File: config.mk
export PLATFORM = sky130hd
export DESIGN_NAME = wake_control
export DESIGN_NICKNAME = d
export VERILOG_FILES = /design/src/shared/wake_pkg.sv /design/src/rtl/host_reset_edge.sv /design/src/rtl/wake_control.sv /design/src/rtl/wake_event_irq.sv
export SDC_FILE = /design/constraint.sdc
export NUM_CORES = 1
export LEC_CHECK = 0
export BUFFER_PORTS_ARGS = -buffer_cell sky130_fd_sc_hd__buf_2
export CORE_UTILIZATION = 33
export CTS_BUF_LIST = sky130_fd_sc_hd__clkbuf_2
export CTS_CLUSTER_SIZE = 14
export DETAILED_ROUTE_END_ITERATION = 6
export PLACE_DENSITY = 0.54
export SLEW_MARGIN = 20
export SYNTH_ARGS = -nofsm -noshare
export SYNTH_HDL_FRONTEND = slang
export SYNTH_SLANG_ARGS = --single-unit
File: constraint.sdc
create_clock -name mclk -period 3.55 [get_ports mclk]
set_input_delay 0.355 -clock mclk [delete_from_list [all_inputs] [get_ports mclk]]
set_output_delay 0.355 -clock mclk [all_outputs]
set_load 0.01 [all_outputs]
File: src/shared/wake_pkg.sv
// Package with register map, field positions, reset values and timing counts for wake control
package wake_pkg;
   // ---------------------------------------------------------------
   // Register offsets (byte addresses)
   // ---------------------------------------------------------------
   localparam logic [15:0] WAKE_CONTROL_OFF = 16'h5800;
   localparam logic [15:0] WAKE_FILTER_CONTROL_OFF = 16'h5808;
   localparam logic [15:0] WAKE_EVENT_STATUS_OFF = 16'h5880;
   localparam logic [15:0] WAKE_EVENT_MASK_OFF = 16'h5884;
   // ---------------------------------------------------------------
   // Wake control and filter control field positions
   // ---------------------------------------------------------------
   localparam int APM_WAKE_ENABLE_BIT = 0;
   localparam int PME_EN_BIT = 1;
   localparam int PME_STATUS_BIT = 2;
   localparam int APM_ASSERT_PME_BIT = 3;
   localparam int LINK_CHANGE_WAKE_ENABLE_BIT = 4;
   localparam int LINK_CHANGE_WAKE_OVERRIDE_BIT = 5;
   localparam int FLEX_FILTER1_ALLOC_BIT = 6;
   localparam int FLEX_FILTER1_WAKE_EN_BIT = 7;
   localparam int FLEX_FILTER0_ALLOC_BIT = 8;
   localparam int FLEX_FILTER0_WAKE_EN_BIT = 9;
   localparam int LINK_CHANGE_FILTER_ENABLE_BIT = 0;
   // ---------------------------------------------------------------
   // Event status / mask layout
   // ---------------------------------------------------------------
   localparam int EV_MAGIC_BIT = 0;
   localparam int EV_LINK_BIT = 1;
   localparam int EV_FLEX0_BIT = 2;
   localparam int EV_FLEX1_BIT = 3;
   localparam int EV_WIDTH = 4;
   // ---------------------------------------------------------------
   // Reset values and timing
   // ---------------------------------------------------------------
   localparam logic [31:0] WAKE_FILTER_CONTROL_RST = 32'h0000_0000;
   localparam logic [EV_WIDTH-1:0] EV_MASK_RST = 4'h0;
   localparam logic [31:0] READ_ZERO = 32'h0000_0000;
   localparam int HOST_RESET_SYNC_CYCLES = 1;
endpackage

File: src/rtl/host_reset_edge.sv
// Rising edge detector for the host bus reset, one-cycle pulse on release
`timescale 1ns/1ps
module host_reset_edge (
   // Clock and reset
   input wire logic mclk,
   input wire logic rst_n,
   // Level in, pulse out
   input wire logic host_reset_n,
   output logic release_pulse
);
   logic prev_r;

   // Reset to the pin's idle level, or leaving reset looks like a release
   always_ff @(posedge mclk) begin
      if (!rst_n) begin
         prev_r <= 1'b1;
      end else begin
         prev_r <= host_reset_n;
      end
   end

   assign release_pulse = host_reset_n & ~prev_r;
endmodule

File: src/rtl/wake_control.sv
// Wake-up control register bank with shared PME bits, filter allocation and wake pin
//
// The plain strobed port was chosen for this implementation.
`timescale 1ns/1ps
module wake_control (
   // Clock and resets
   input wire logic mclk,
   input wire logic rst_n,
   input wire logic por_n,
   input wire logic host_reset_n,
   input wire logic d3cold_supported,
   // Nonvolatile memory load values
   input wire logic nvm_apm_wake_enable,
   input wire logic nvm_link_change_wake_override,
   // Register port
   input wire logic [15:0] reg_addr,
   input wire logic [31:0] reg_wdata,
   input wire logic reg_wr,
   input wire logic reg_rd,
   output logic [31:0] reg_rdata,
   // Configuration space PME access
   input wire logic cfg_pme_en_wr,
   input wire logic cfg_pme_en_wdata,
   input wire logic cfg_pme_status_clr,
   output logic pme_en,
   output logic pme_status,
   // Wake events from the receive filters
   input wire logic magic_match,
   input wire logic link_change,
   input wire logic flex0_match,
   input wire logic flex1_match,
   input wire logic other_wake_event,
   // Filter routing
   output logic flex0_to_manageability,
   output logic flex1_to_manageability,
   // Platform side
   output logic wake_pin_n,
   output logic irq
);
   // ---------------------------------------------------------------
   // Storage
   // ---------------------------------------------------------------
   logic apm_wake_enable_r;
   logic pme_en_r;
   logic pme_status_r;
   logic apm_assert_pme_r;
   logic link_change_wake_enable_r;
   logic link_change_wake_override_r;
   logic flex_filter1_alloc_r;
   logic flex_filter1_wake_en_r;
   logic flex_filter0_alloc_r;
   logic flex_filter0_wake_en_r;
   logic [31:0] wake_filter_control_r;
   logic [31:0] reg_rdata_r;
   logic host_release;
   logic pme_reset;
   logic [wake_pkg::EV_WIDTH-1:0] ev_status;
   logic [wake_pkg::EV_WIDTH-1:0] ev_mask;

   // ---------------------------------------------------------------
   // Decode
   // ---------------------------------------------------------------
   logic wr_ctl;
   logic wr_filt;
   logic wr_mask;
   logic rd_stat;
   assign wr_ctl = reg_wr && reg_addr == wake_pkg::WAKE_CONTROL_OFF;
   assign wr_filt = reg_wr && reg_addr == wake_pkg::WAKE_FILTER_CONTROL_OFF;
   assign wr_mask = reg_wr && reg_addr == wake_pkg::WAKE_EVENT_MASK_OFF;
   assign rd_stat = reg_rd && reg_addr == wake_pkg::WAKE_EVENT_STATUS_OFF;

   // ---------------------------------------------------------------
   // Wake qualification
   // ---------------------------------------------------------------
   logic link_gate;
   logic link_wake;
   logic magic_wake;
   logic flex0_wake;
   logic flex1_wake;
   logic any_wake;

   // Override bypasses the filter-control link enable
   assign link_gate = link_change_wake_override_r ? 1'b1 :
      wake_filter_control_r[wake_pkg::LINK_CHANGE_FILTER_ENABLE_BIT];
   assign link_wake = link_change && apm_wake_enable_r
      && link_change_wake_enable_r && link_gate;
   assign magic_wake = magic_match && apm_wake_enable_r;
   assign flex0_wake = flex0_match && flex_filter0_alloc_r && flex_filter0_wake_en_r;
   assign flex1_wake = flex1_match && flex_filter1_alloc_r && flex_filter1_wake_en_r;
   assign any_wake = magic_wake || link_wake || flex0_wake || flex1_wake || other_wake_event;

   assign flex0_to_manageability = ~flex_filter0_alloc_r;
   assign flex1_to_manageability = ~flex_filter1_alloc_r;

   // ---------------------------------------------------------------
   // Power-management bits
   // ---------------------------------------------------------------
   host_reset_edge u_edge (
      .mclk(mclk),
      .rst_n(rst_n),
      .host_reset_n(host_reset_n),
      .release_pulse(host_release)
   );

   // These survive the ordinary reset; only power-on, or host release when d3cold_supported is low, clears them
   assign pme_reset = !por_n || (host_release && !d3cold_supported);

   always_ff @(posedge mclk) begin
      if (pme_reset) begin
         pme_en_r <= 1'b0;
      end else if (wr_ctl) begin
         pme_en_r <= reg_wdata[wake_pkg::PME_EN_BIT];
      end else if (cfg_pme_en_wr) begin
         pme_en_r <= cfg_pme_en_wdata;
      end
   end

   // Single flop read by both paths; a wake event wins over a clear
   always_ff @(posedge mclk) begin
      if (pme_reset) begin
         pme_status_r <= 1'b0;
      end else if (any_wake) begin
         pme_status_r <= 1'b1;
      end else if ((wr_ctl && reg_wdata[wake_pkg::PME_STATUS_BIT]) || cfg_pme_status_clr) begin
         pme_status_r <= 1'b0;
      end
   end

   assign pme_en = pme_en_r;
   assign pme_status = pme_status_r;

   // Pin goes low while status is set and either PME or APM assertion is allowed
   always_ff @(posedge mclk) begin
      if (pme_reset) begin
         wake_pin_n <= 1'b1;
      end else begin
         wake_pin_n <= ~(pme_status_r && (pme_en_r || (apm_assert_pme_r && apm_wake_enable_r)));
      end
   end

   // ---------------------------------------------------------------
   // Ordinary control bits
   // ---------------------------------------------------------------
   always_ff @(posedge mclk) begin
      if (!rst_n) begin
         apm_wake_enable_r <= nvm_apm_wake_enable;
         link_change_wake_override_r <= nvm_link_change_wake_override;
         apm_assert_pme_r <= 1'b0;
         link_change_wake_enable_r <= 1'b0;
         flex_filter1_alloc_r <= 1'b0;
         flex_filter1_wake_en_r <= 1'b0;
         flex_filter0_alloc_r <= 1'b0;
         flex_filter0_wake_en_r <= 1'b0;
      end else if (wr_ctl) begin
         apm_wake_enable_r <= reg_wdata[wake_pkg::APM_WAKE_ENABLE_BIT];
         apm_assert_pme_r <= reg_wdata[wake_pkg::APM_ASSERT_PME_BIT];
         link_change_wake_enable_r <= reg_wdata[wake_pkg::LINK_CHANGE_WAKE_ENABLE_BIT];
         link_change_wake_override_r <= reg_wdata[wake_pkg::LINK_CHANGE_WAKE_OVERRIDE_BIT];
         flex_filter1_alloc_r <= reg_wdata[wake_pkg::FLEX_FILTER1_ALLOC_BIT];
         flex_filter1_wake_en_r <= reg_wdata[wake_pkg::FLEX_FILTER1_WAKE_EN_BIT];
         flex_filter0_alloc_r <= reg_wdata[wake_pkg::FLEX_FILTER0_ALLOC_BIT];
         flex_filter0_wake_en_r <= reg_wdata[wake_pkg::FLEX_FILTER0_WAKE_EN_BIT];
      end
   end

   always_ff @(posedge mclk) begin
      if (!rst_n) begin
         wake_filter_control_r <= wake_pkg::WAKE_FILTER_CONTROL_RST;
      end else if (wr_filt) begin
         wake_filter_control_r <= reg_wdata;
      end
   end

   // ---------------------------------------------------------------
   // Event status and interrupt
   // ---------------------------------------------------------------
   wake_event_irq u_irq (
      .mclk(mclk),
      .rst_n(rst_n),
      .event_in({flex1_wake, flex0_wake, link_wake, magic_wake}),
      .status_read(rd_stat),
      .mask_write(wr_mask),
      .mask_wdata(reg_wdata[wake_pkg::EV_WIDTH-1:0]),
      .status_r(ev_status),
      .mask_r(ev_mask),
      .irq(irq)
   );

   // ---------------------------------------------------------------
   // Read path, data valid the cycle after the strobe
   // ---------------------------------------------------------------
   logic [31:0] ctl_view;
   always_comb begin
      ctl_view = wake_pkg::READ_ZERO;
      ctl_view[wake_pkg::APM_WAKE_ENABLE_BIT] = apm_wake_enable_r;
      ctl_view[wake_pkg::PME_EN_BIT] = pme_en_r;
      ctl_view[wake_pkg::PME_STATUS_BIT] = pme_status_r;
      ctl_view[wake_pkg::APM_ASSERT_PME_BIT] = apm_assert_pme_r;
      ctl_view[wake_pkg::LINK_CHANGE_WAKE_ENABLE_BIT] = link_change_wake_enable_r;
      ctl_view[wake_pkg::LINK_CHANGE_WAKE_OVERRIDE_BIT] = link_change_wake_override_r;
      ctl_view[wake_pkg::FLEX_FILTER1_ALLOC_BIT] = flex_filter1_alloc_r;
      ctl_view[wake_pkg::FLEX_FILTER1_WAKE_EN_BIT] = flex_filter1_wake_en_r;
      ctl_view[wake_pkg::FLEX_FILTER0_ALLOC_BIT] = flex_filter0_alloc_r;
      ctl_view[wake_pkg::FLEX_FILTER0_WAKE_EN_BIT] = flex_filter0_wake_en_r;
   end

   always_ff @(posedge mclk) begin
      if (!rst_n) begin
         reg_rdata_r <= wake_pkg::READ_ZERO;
      end else if (reg_rd) begin
         unique case (reg_addr)
            wake_pkg::WAKE_CONTROL_OFF: reg_rdata_r <= ctl_view;
            wake_pkg::WAKE_FILTER_CONTROL_OFF: reg_rdata_r <= wake_filter_control_r;
            wake_pkg::WAKE_EVENT_STATUS_OFF: reg_rdata_r <= {28'h0000000, ev_status};
            wake_pkg::WAKE_EVENT_MASK_OFF: reg_rdata_r <= {28'h0000000, ev_mask};
            default: reg_rdata_r <= wake_pkg::READ_ZERO;
         endcase
      end else begin
         reg_rdata_r <= wake_pkg::READ_ZERO;
      end
   end

   assign reg_rdata = reg_rdata_r;
endmodule

File: src/rtl/wake_event_irq.sv
// Sticky event status with clear-on-read, mask and level interrupt
`timescale 1ns/1ps
module wake_event_irq (
   // Clock and reset
   input wire logic mclk,
   input wire logic rst_n,
   // Events and software access
   input wire logic [wake_pkg::EV_WIDTH-1:0] event_in,
   input wire logic status_read,
   input wire logic mask_write,
   input wire logic [wake_pkg::EV_WIDTH-1:0] mask_wdata,
   // State out
   output logic [wake_pkg::EV_WIDTH-1:0] status_r,
   output logic [wake_pkg::EV_WIDTH-1:0] mask_r,
   output logic irq
);
   always_ff @(posedge mclk) begin
      if (!rst_n) begin
         mask_r <= wake_pkg::EV_MASK_RST;
      end else if (mask_write) begin
         mask_r <= mask_wdata;
      end
   end

   // A new event wins over the clear of the read in the same cycle
   always_ff @(posedge mclk) begin
      if (!rst_n) begin
         status_r <= '0;
      end else if (status_read) begin
         status_r <= event_in;
      end else begin
         status_r <= status_r | event_in;
      end
   end

   assign irq = |(status_r & mask_r);
endmodule

==> results.yml, run 1 <==
status:
  status: "completed"
logic_synthesis:
  synthXorXnorAreaFrac: 0
  syn_nets: 392
  synth_area_mm2: 0.003264
  synth.avg_cell_area_um2: 9.983
  synth.area.mux_share: 0.1782
  ys_ff_latch: 84
  synth_edf_count: 2
  yosys.area_share.simple: 0.2204
  synthCells: 327
  async_flop_share: 0
  synth_compound_area_frac: 0.04293
  synth_fa_ha_area_frac: 0
  yosys_warnings: 0
  ys_seq_area_frac: 0.5213
  ys_types: 36
  synth_top_family_by_area: "simple AND/OR/NAND/NOR gates"
  synthFlopType: "dfxtp_1"
drt:
  drc: 0
  ant_nets: 0
  wl_per_cell_um: 12.47
  wirelength_mm: 7.219
  drtPass1Iterations: 4
  vias: 2572
  drtIter0Drc: 100
  via_per_inst: 4.442
worst_setup_path:
  cp-start-kind: "primary input"
  critPathKind: "primary input to register"
  crit_arrival_ps: 2250
  cp_max_fo: 32
  required_ps: 3990
  cp-end-kind: "register"
  rr_worst_depth: 4
clocking:
  cts_sinks: 84
  clk_pin_slew_ps: 230
  cts_resized: 0
  cts_tree: "built"
  cts_buffer_depth: 2
  worst_skew_pair.late_latency_ps: 530
  cts-root-buf: "clkbuf_2"
  cts_buffers: 9
  h-tree-depth: 3
place:
  hpwl_mm: 5.107
  portBuffers: 102
  gp_congestion: 0.7869
  dpl.cell_count: 544
pwr:
  p_clk_frac: 0.319
  netSwitchingPower_uw: 399.4
  seqPwrFrac: 0.608
  finalPower_mw: 1.580
  p_sw_frac: 0.2527
  combPwrFrac: 0.073
  p_per_area_mw_per_mm2: 379.1
  p_int_mw: 1.181
  power.leakage_nw: 2.069
  ir_worst_vdd_mv: 0.1413
sta:
  fin_crit_ps: 1804
  hold_viol: 0
  maxSlewViolCount: 0
  period_share: 0.5083
  clock.fmax_ghz: 0.5542
  worstMarginPinSlew_ps: 825.2
  slew_headroom: 0.4499
  setup_viol: 0
  rsz0062_at_grt: "false"
  worst_hold_slack_ps: 48.40
  tns_ps: 0
  skew_ps: 38.06
die:
  die_h_um: 101.5
  chipWidth_um: 101.5
  io-pin-count: 103
  die-area_mm2: 0.01029
  start_util: 0.3467
  core_area_mm2: 0.009415
  num_rows: 35
grt:
  grt_max_degree: 33
  gr-usage-all-layers: 0.1494
  grt_antenna_before_repair: 0
  grt_pass1_vias: 2427
  grt_first_pass_wirelength_mm: 11.63
  grt_overflow: 0
cells_and_area:
  final_nets: 510
  diodes: 0
  area_delta_synth_final_pct: 27.67
  drive_gt1_frac: 0.2911
  fin_cells: 579
hold_path:
  hold_depth: 3
  hold_path.class: "primary input to register"
flow_run:
  maxCapViolCount: 0
[metal layers]
metal	GRT usage	up-vias	wire, µm
met5	0	-	0
met4	0.05463	0	74
met3	0.04486	8	421
met2	0.2360	66	3275
met1	0.1930	1177	3448
li1	-	1321	-
[registers in the layout, indices dropped and copies added, names as in the netlist, 4 cells and up]
name                   count
reg_rdata                 32
wake_filter_control_r     32
u_irq.mask_r               4
u_irq.status_r             4
[through the flow]
stage	instance area (µm²)	utilization	setup slack [ps]
global placement	3860	0.4100	1312
detailed placement	3860	0.4100	1189
CTS	4158	0.4416	1766
global route	4168	0.4427	1683
floorplan	3264	-	1916
finish	4168	0.4427	1746
[power groups by stage]
stage                     registers, mW  logic, mW  clock network, mW
after floorplan                   0.977     0.0484                  0
after global placement            0.978      0.101                  0
after detailed placement          0.978      0.101                  0
after CTS                         0.961      0.117              0.531
after global routing              0.963      0.129              0.571
final                             0.960      0.116              0.504
[cells by family (layout without fill, tap and decap cells)]
kind of cell / after synthesis / in the layout
simple gates: 140 / 140
flops: 84 / 84
mux: 58 / 58
buf+inv: 23 / 146
compound gates: 22 / 22
[worst max-delay path: stages]
cell	delay, ps
buf_2	100
nor3_1	380
and4_1	370
nand4_4	640
mux2i_1	370
[cell usage after synthesis, types with 3 or more instances]
master	number	area, µm²
nand2_1	85	319.1
dfxtp_1	82	1642
mux2i_1	57	570.6
and2_1	26	162.7
clkbuf_1	9	33.78
nor2_1	8	30.03
inv_1	6	22.52
o21ai_0	6	30.03
a21boi_0	4	30.03
buf_6	4	45.04
o22ai_1	4	25.02
a21oi_1	3	15.01
[cell type report]
type | instances | area (µm²)
Fill cell | 941 | 5248
Sequential cell | 84 | 1702
Multi-Input combinational cell | 220 | 1441
Timing Repair Buffer | 124 | 723.2
Tap cell | 129 | 161.4
Clock inverter | 7 | 72.57
Clock buffer | 9 | 45.04
Inverter | 6 | 22.52
[layout by cell type (no fill, tap or decap), drive strengths merged, types with 2 or more instances in the layout]
| cell type | instances |
|---|---|
| and2 | 26 |
| nor2b | 2 |
| clkbuf | 9 |
| buf | 105 |
| mux2i | 57 |
| inv | 9 |
| a21boi | 4 |
| o21ai | 6 |
| a21oi | 3 |
| clkinvlp | 2 |
| edfxtp | 2 |
| dfxtp | 82 |
| or2 | 2 |
| dlygate4sd3 | 19 |
| nor2 | 9 |
| nor3 | 2 |
| nand4 | 4 |
| a22oi | 2 |
| nor4b | 3 |
| nand2 | 85 |
| nand3 | 3 |
| o22ai | 4 |
[worst paths after layout]
kind                                                from                                endpoint  slack [ps]
setup / recovery                             reg_addr[5]   wake_filter_control_r[3]$_SDFFE_PN0P_        1750
hold / removal                             reg_wdata[30]  wake_filter_control_r[30]$_SDFFE_PN0P_          50
setup reg to reg   link_change_wake_override_r$_DFFE_PP_                 pme_status$_SDFFE_PP0P_        2470
hold reg to reg   wake_filter_control_r[12]$_SDFFE_PN0P_                reg_rdata[12]$_SDFF_PN0_         460
[what timing repair did]
item | in CTS | in global routing
endpoints found under the setup margin | 0 | 0
endpoints found under the hold margin | 18 | 2
setup buffers | 0 | 0
hold buffers | 18 | 1
Note: power is estimated with default switching activity, not from simulation.
==> inputs of run 2 (changes only) <==
==> constraint.sdc (replaced) <==
create_clock -name mclk -period 1.8 [get_ports mclk]
set_input_delay 0.18 -clock mclk [delete_from_list [all_inputs] [get_ports mclk]]
set_output_delay 0.18 -clock mclk [all_outputs]
set_load 0.01 [all_outputs]
==> results.yml, run 2 (synthesized netlist as in run 1, its figures left out) <==
status:
  status: "completed"
drt:
  drtPass1Iterations: 4
  wirelength_mm: 7.738
  drc: 0
  wl_per_cell_um: 12.58
  via_per_inst: 4.366
  ant_nets: 0
  vias: 2685
  drtIter0Drc: 91
worst_setup_path:
  timing.rr.start: "link_change_wake_override_r$_DFFE_PP_"
  cp_max_fo: 10
  r2r_end: "pme_status$_SDFFE_PP0P_"
  crit_arrival_ps: 2240
  slowest_stage: "dlygate4sd3_1"
  cp-endpoint: "wake_filter_control_r[28]$_SDFFE_PN0P_"
  critPathKind: "primary input to register"
  cp-start-kind: "primary input"
  crit_path_frequent_cell: "dlygate4sd3_1"
  rrSetupSlack_ps: 130
  critPathMaxStageDelay_ps: 560
  crit_buf_inv: 4
  required_ps: 2290
  cp-end-kind: "register"
  path_depth: 6
  path_delay_family: "buffers and inverters"
  crit_chain: "dlygate4sd3_1, buf_2, nand2_1, dlygate4sd3_1, mux2i_1, dlygate4sd3_1"
  rr_worst_depth: 5
  cp-startpoint: "rst_n"
grt:
  grt_overflow: 0
  grt_antenna_before_repair: 0
  grt_first_pass_wirelength_mm: 12.25
  grt_pass1_vias: 2574
  grt_max_degree: 39
  gr-usage-all-layers: 0.1562
clocking:
  h-tree-depth: 3
  worst_skew_pair.late_latency_ps: 530
  cts-root-buf: "clkbuf_2"
  clk_pin_slew_ps: 240
  cts_sinks: 84
  cts_buffers: 9
  cts_buffer_depth: 2
  cts_resized: 0
  cts_tree: "built"
pwr:
  combPwrFrac: 0.093
  ir_worst_vdd_mv: 0.3214
  p_sw_frac: 0.2697
  power.leakage_nw: 2.224
  seqPwrFrac: 0.614
  p_per_area_mw_per_mm2: 684.1
  p_clk_frac: 0.293
  p_int_mw: 2.254
  netSwitchingPower_uw: 832.1
cells_and_area:
  post-route-util: 0.4791
  final_cell_mix: "buf_2 (102), nand2_1 (85), dfxtp_1 (82), mux2i_1 (57), dlygate4sd3_1 (49)"
  layout_commonest_cell: "buf_2"
  area_delta_synth_final_pct: 38.18
  final_nets: 546
  diodes: 0
  fin_cells: 615
  drive_gt1_frac: 0.2819
die:
  chipWidth_um: 101.5
  start_util: 0.3467
  num_rows: 35
  core_area_mm2: 0.009415
  die_h_um: 101.5
  die-area_mm2: 0.01029
  io-pin-count: 103
flow_run:
  maxCapViolCount: 0
sta:
  rsz0062_at_grt: "false"
  fin_crit_ps: 1750
  hold_viol: 0
  worstMarginPinSlew_ps: 363.3
  maxSlewViolCount: 0
  clock.fmax_ghz: 0.5714
  slew_headroom: 0.7578
  skew_ps: 23.56
  setup_viol: 0
  period_share: 0.9723
  tns_ps: 0
hold_path:
  hold_path.class: "primary input to register"
  hold_depth: 4
place:
  hpwl_mm: 5.108
  gp_congestion: 0.8256
  dpl.cell_count: 550
  portBuffers: 102
-- run 2: what timing repair did --
| item | 4_1_cts | 5_1_grt |
|---|---|---|
| endpoints found under the hold margin | 51 | 0 |
| hold buffers | 49 | 0 |
| buffers inserted | 0 | 0 |
-- run 2: worst min-delay path, stage by stage --
cell     delay [ps]
buf_2           130
nand2_1          80
nor2_2           80
mux2i_1         120
-- run 2: routing by layer --
layer / up-vias / part of all wire / GRT usage
met4: 0 / 0.012 / 0.04236
met1: 1214 / 0.50 / 0.2032
met3: 8 / 0.037 / 0.04486
met2: 65 / 0.45 / 0.2533
met5: - / 0 / 0
li1: 1398 / - / -
-- run 2: power by group through the flow --
stage               combinational [mW]  sequential [mW]  clock (mW)
CTS                              0.287             1.90       0.952
global route                     0.314             1.90        1.04
global placement                 0.204             1.93           0
finish                           0.287             1.89       0.904
floorplan                       0.0955             1.93           0
detailed placement               0.203             1.93           0
-- run 2: stage by stage --
stage          total power [mW]  hold WS, ps  instance area, µm²  worst slack, ps
2_1_floorplan             2.023        276.4                3264            340.9
3_3_place_gp              2.132        365.5                3918            208.3
3_5_place_dp              2.132        374.8                3918            187.4
4_1_cts                   3.134        44.93                4511            120.1
5_1_grt                   3.254        37.25                4511            39.94
6_report                  3.086        82.69                4511            49.92
-- run 2: worst min-delay path by stage --
stage                       startpoint                      endpoint  slack [ps]
after global routing            reg_wr  u_irq.mask_r[2]$_SDFFE_PN0P_          40
after detailed placement  host_reset_n      u_edge.prev_r$_SDFF_PN1_         370
after CTS                       reg_rd  u_irq.status_r[1]$_SDFF_PN0_          40
final                           reg_wr  u_irq.mask_r[2]$_SDFFE_PN0P_          80
after floorplan           host_reset_n      u_edge.prev_r$_SDFF_PN1_         280
after global placement    host_reset_n      u_edge.prev_r$_SDFF_PN1_         370
-- run 2: area by class of cell --
class | instances | area, µm²
clock inverters | 7 | 57.56
inverters | 6 | 22.52
well taps | 129 | 161.4
clock buffers | 9 | 45.04
flip-flops and latches | 84 | 1702
repair buffers | 160 | 1081
fillers | 894 | 4905
multi-input cells | 220 | 1441
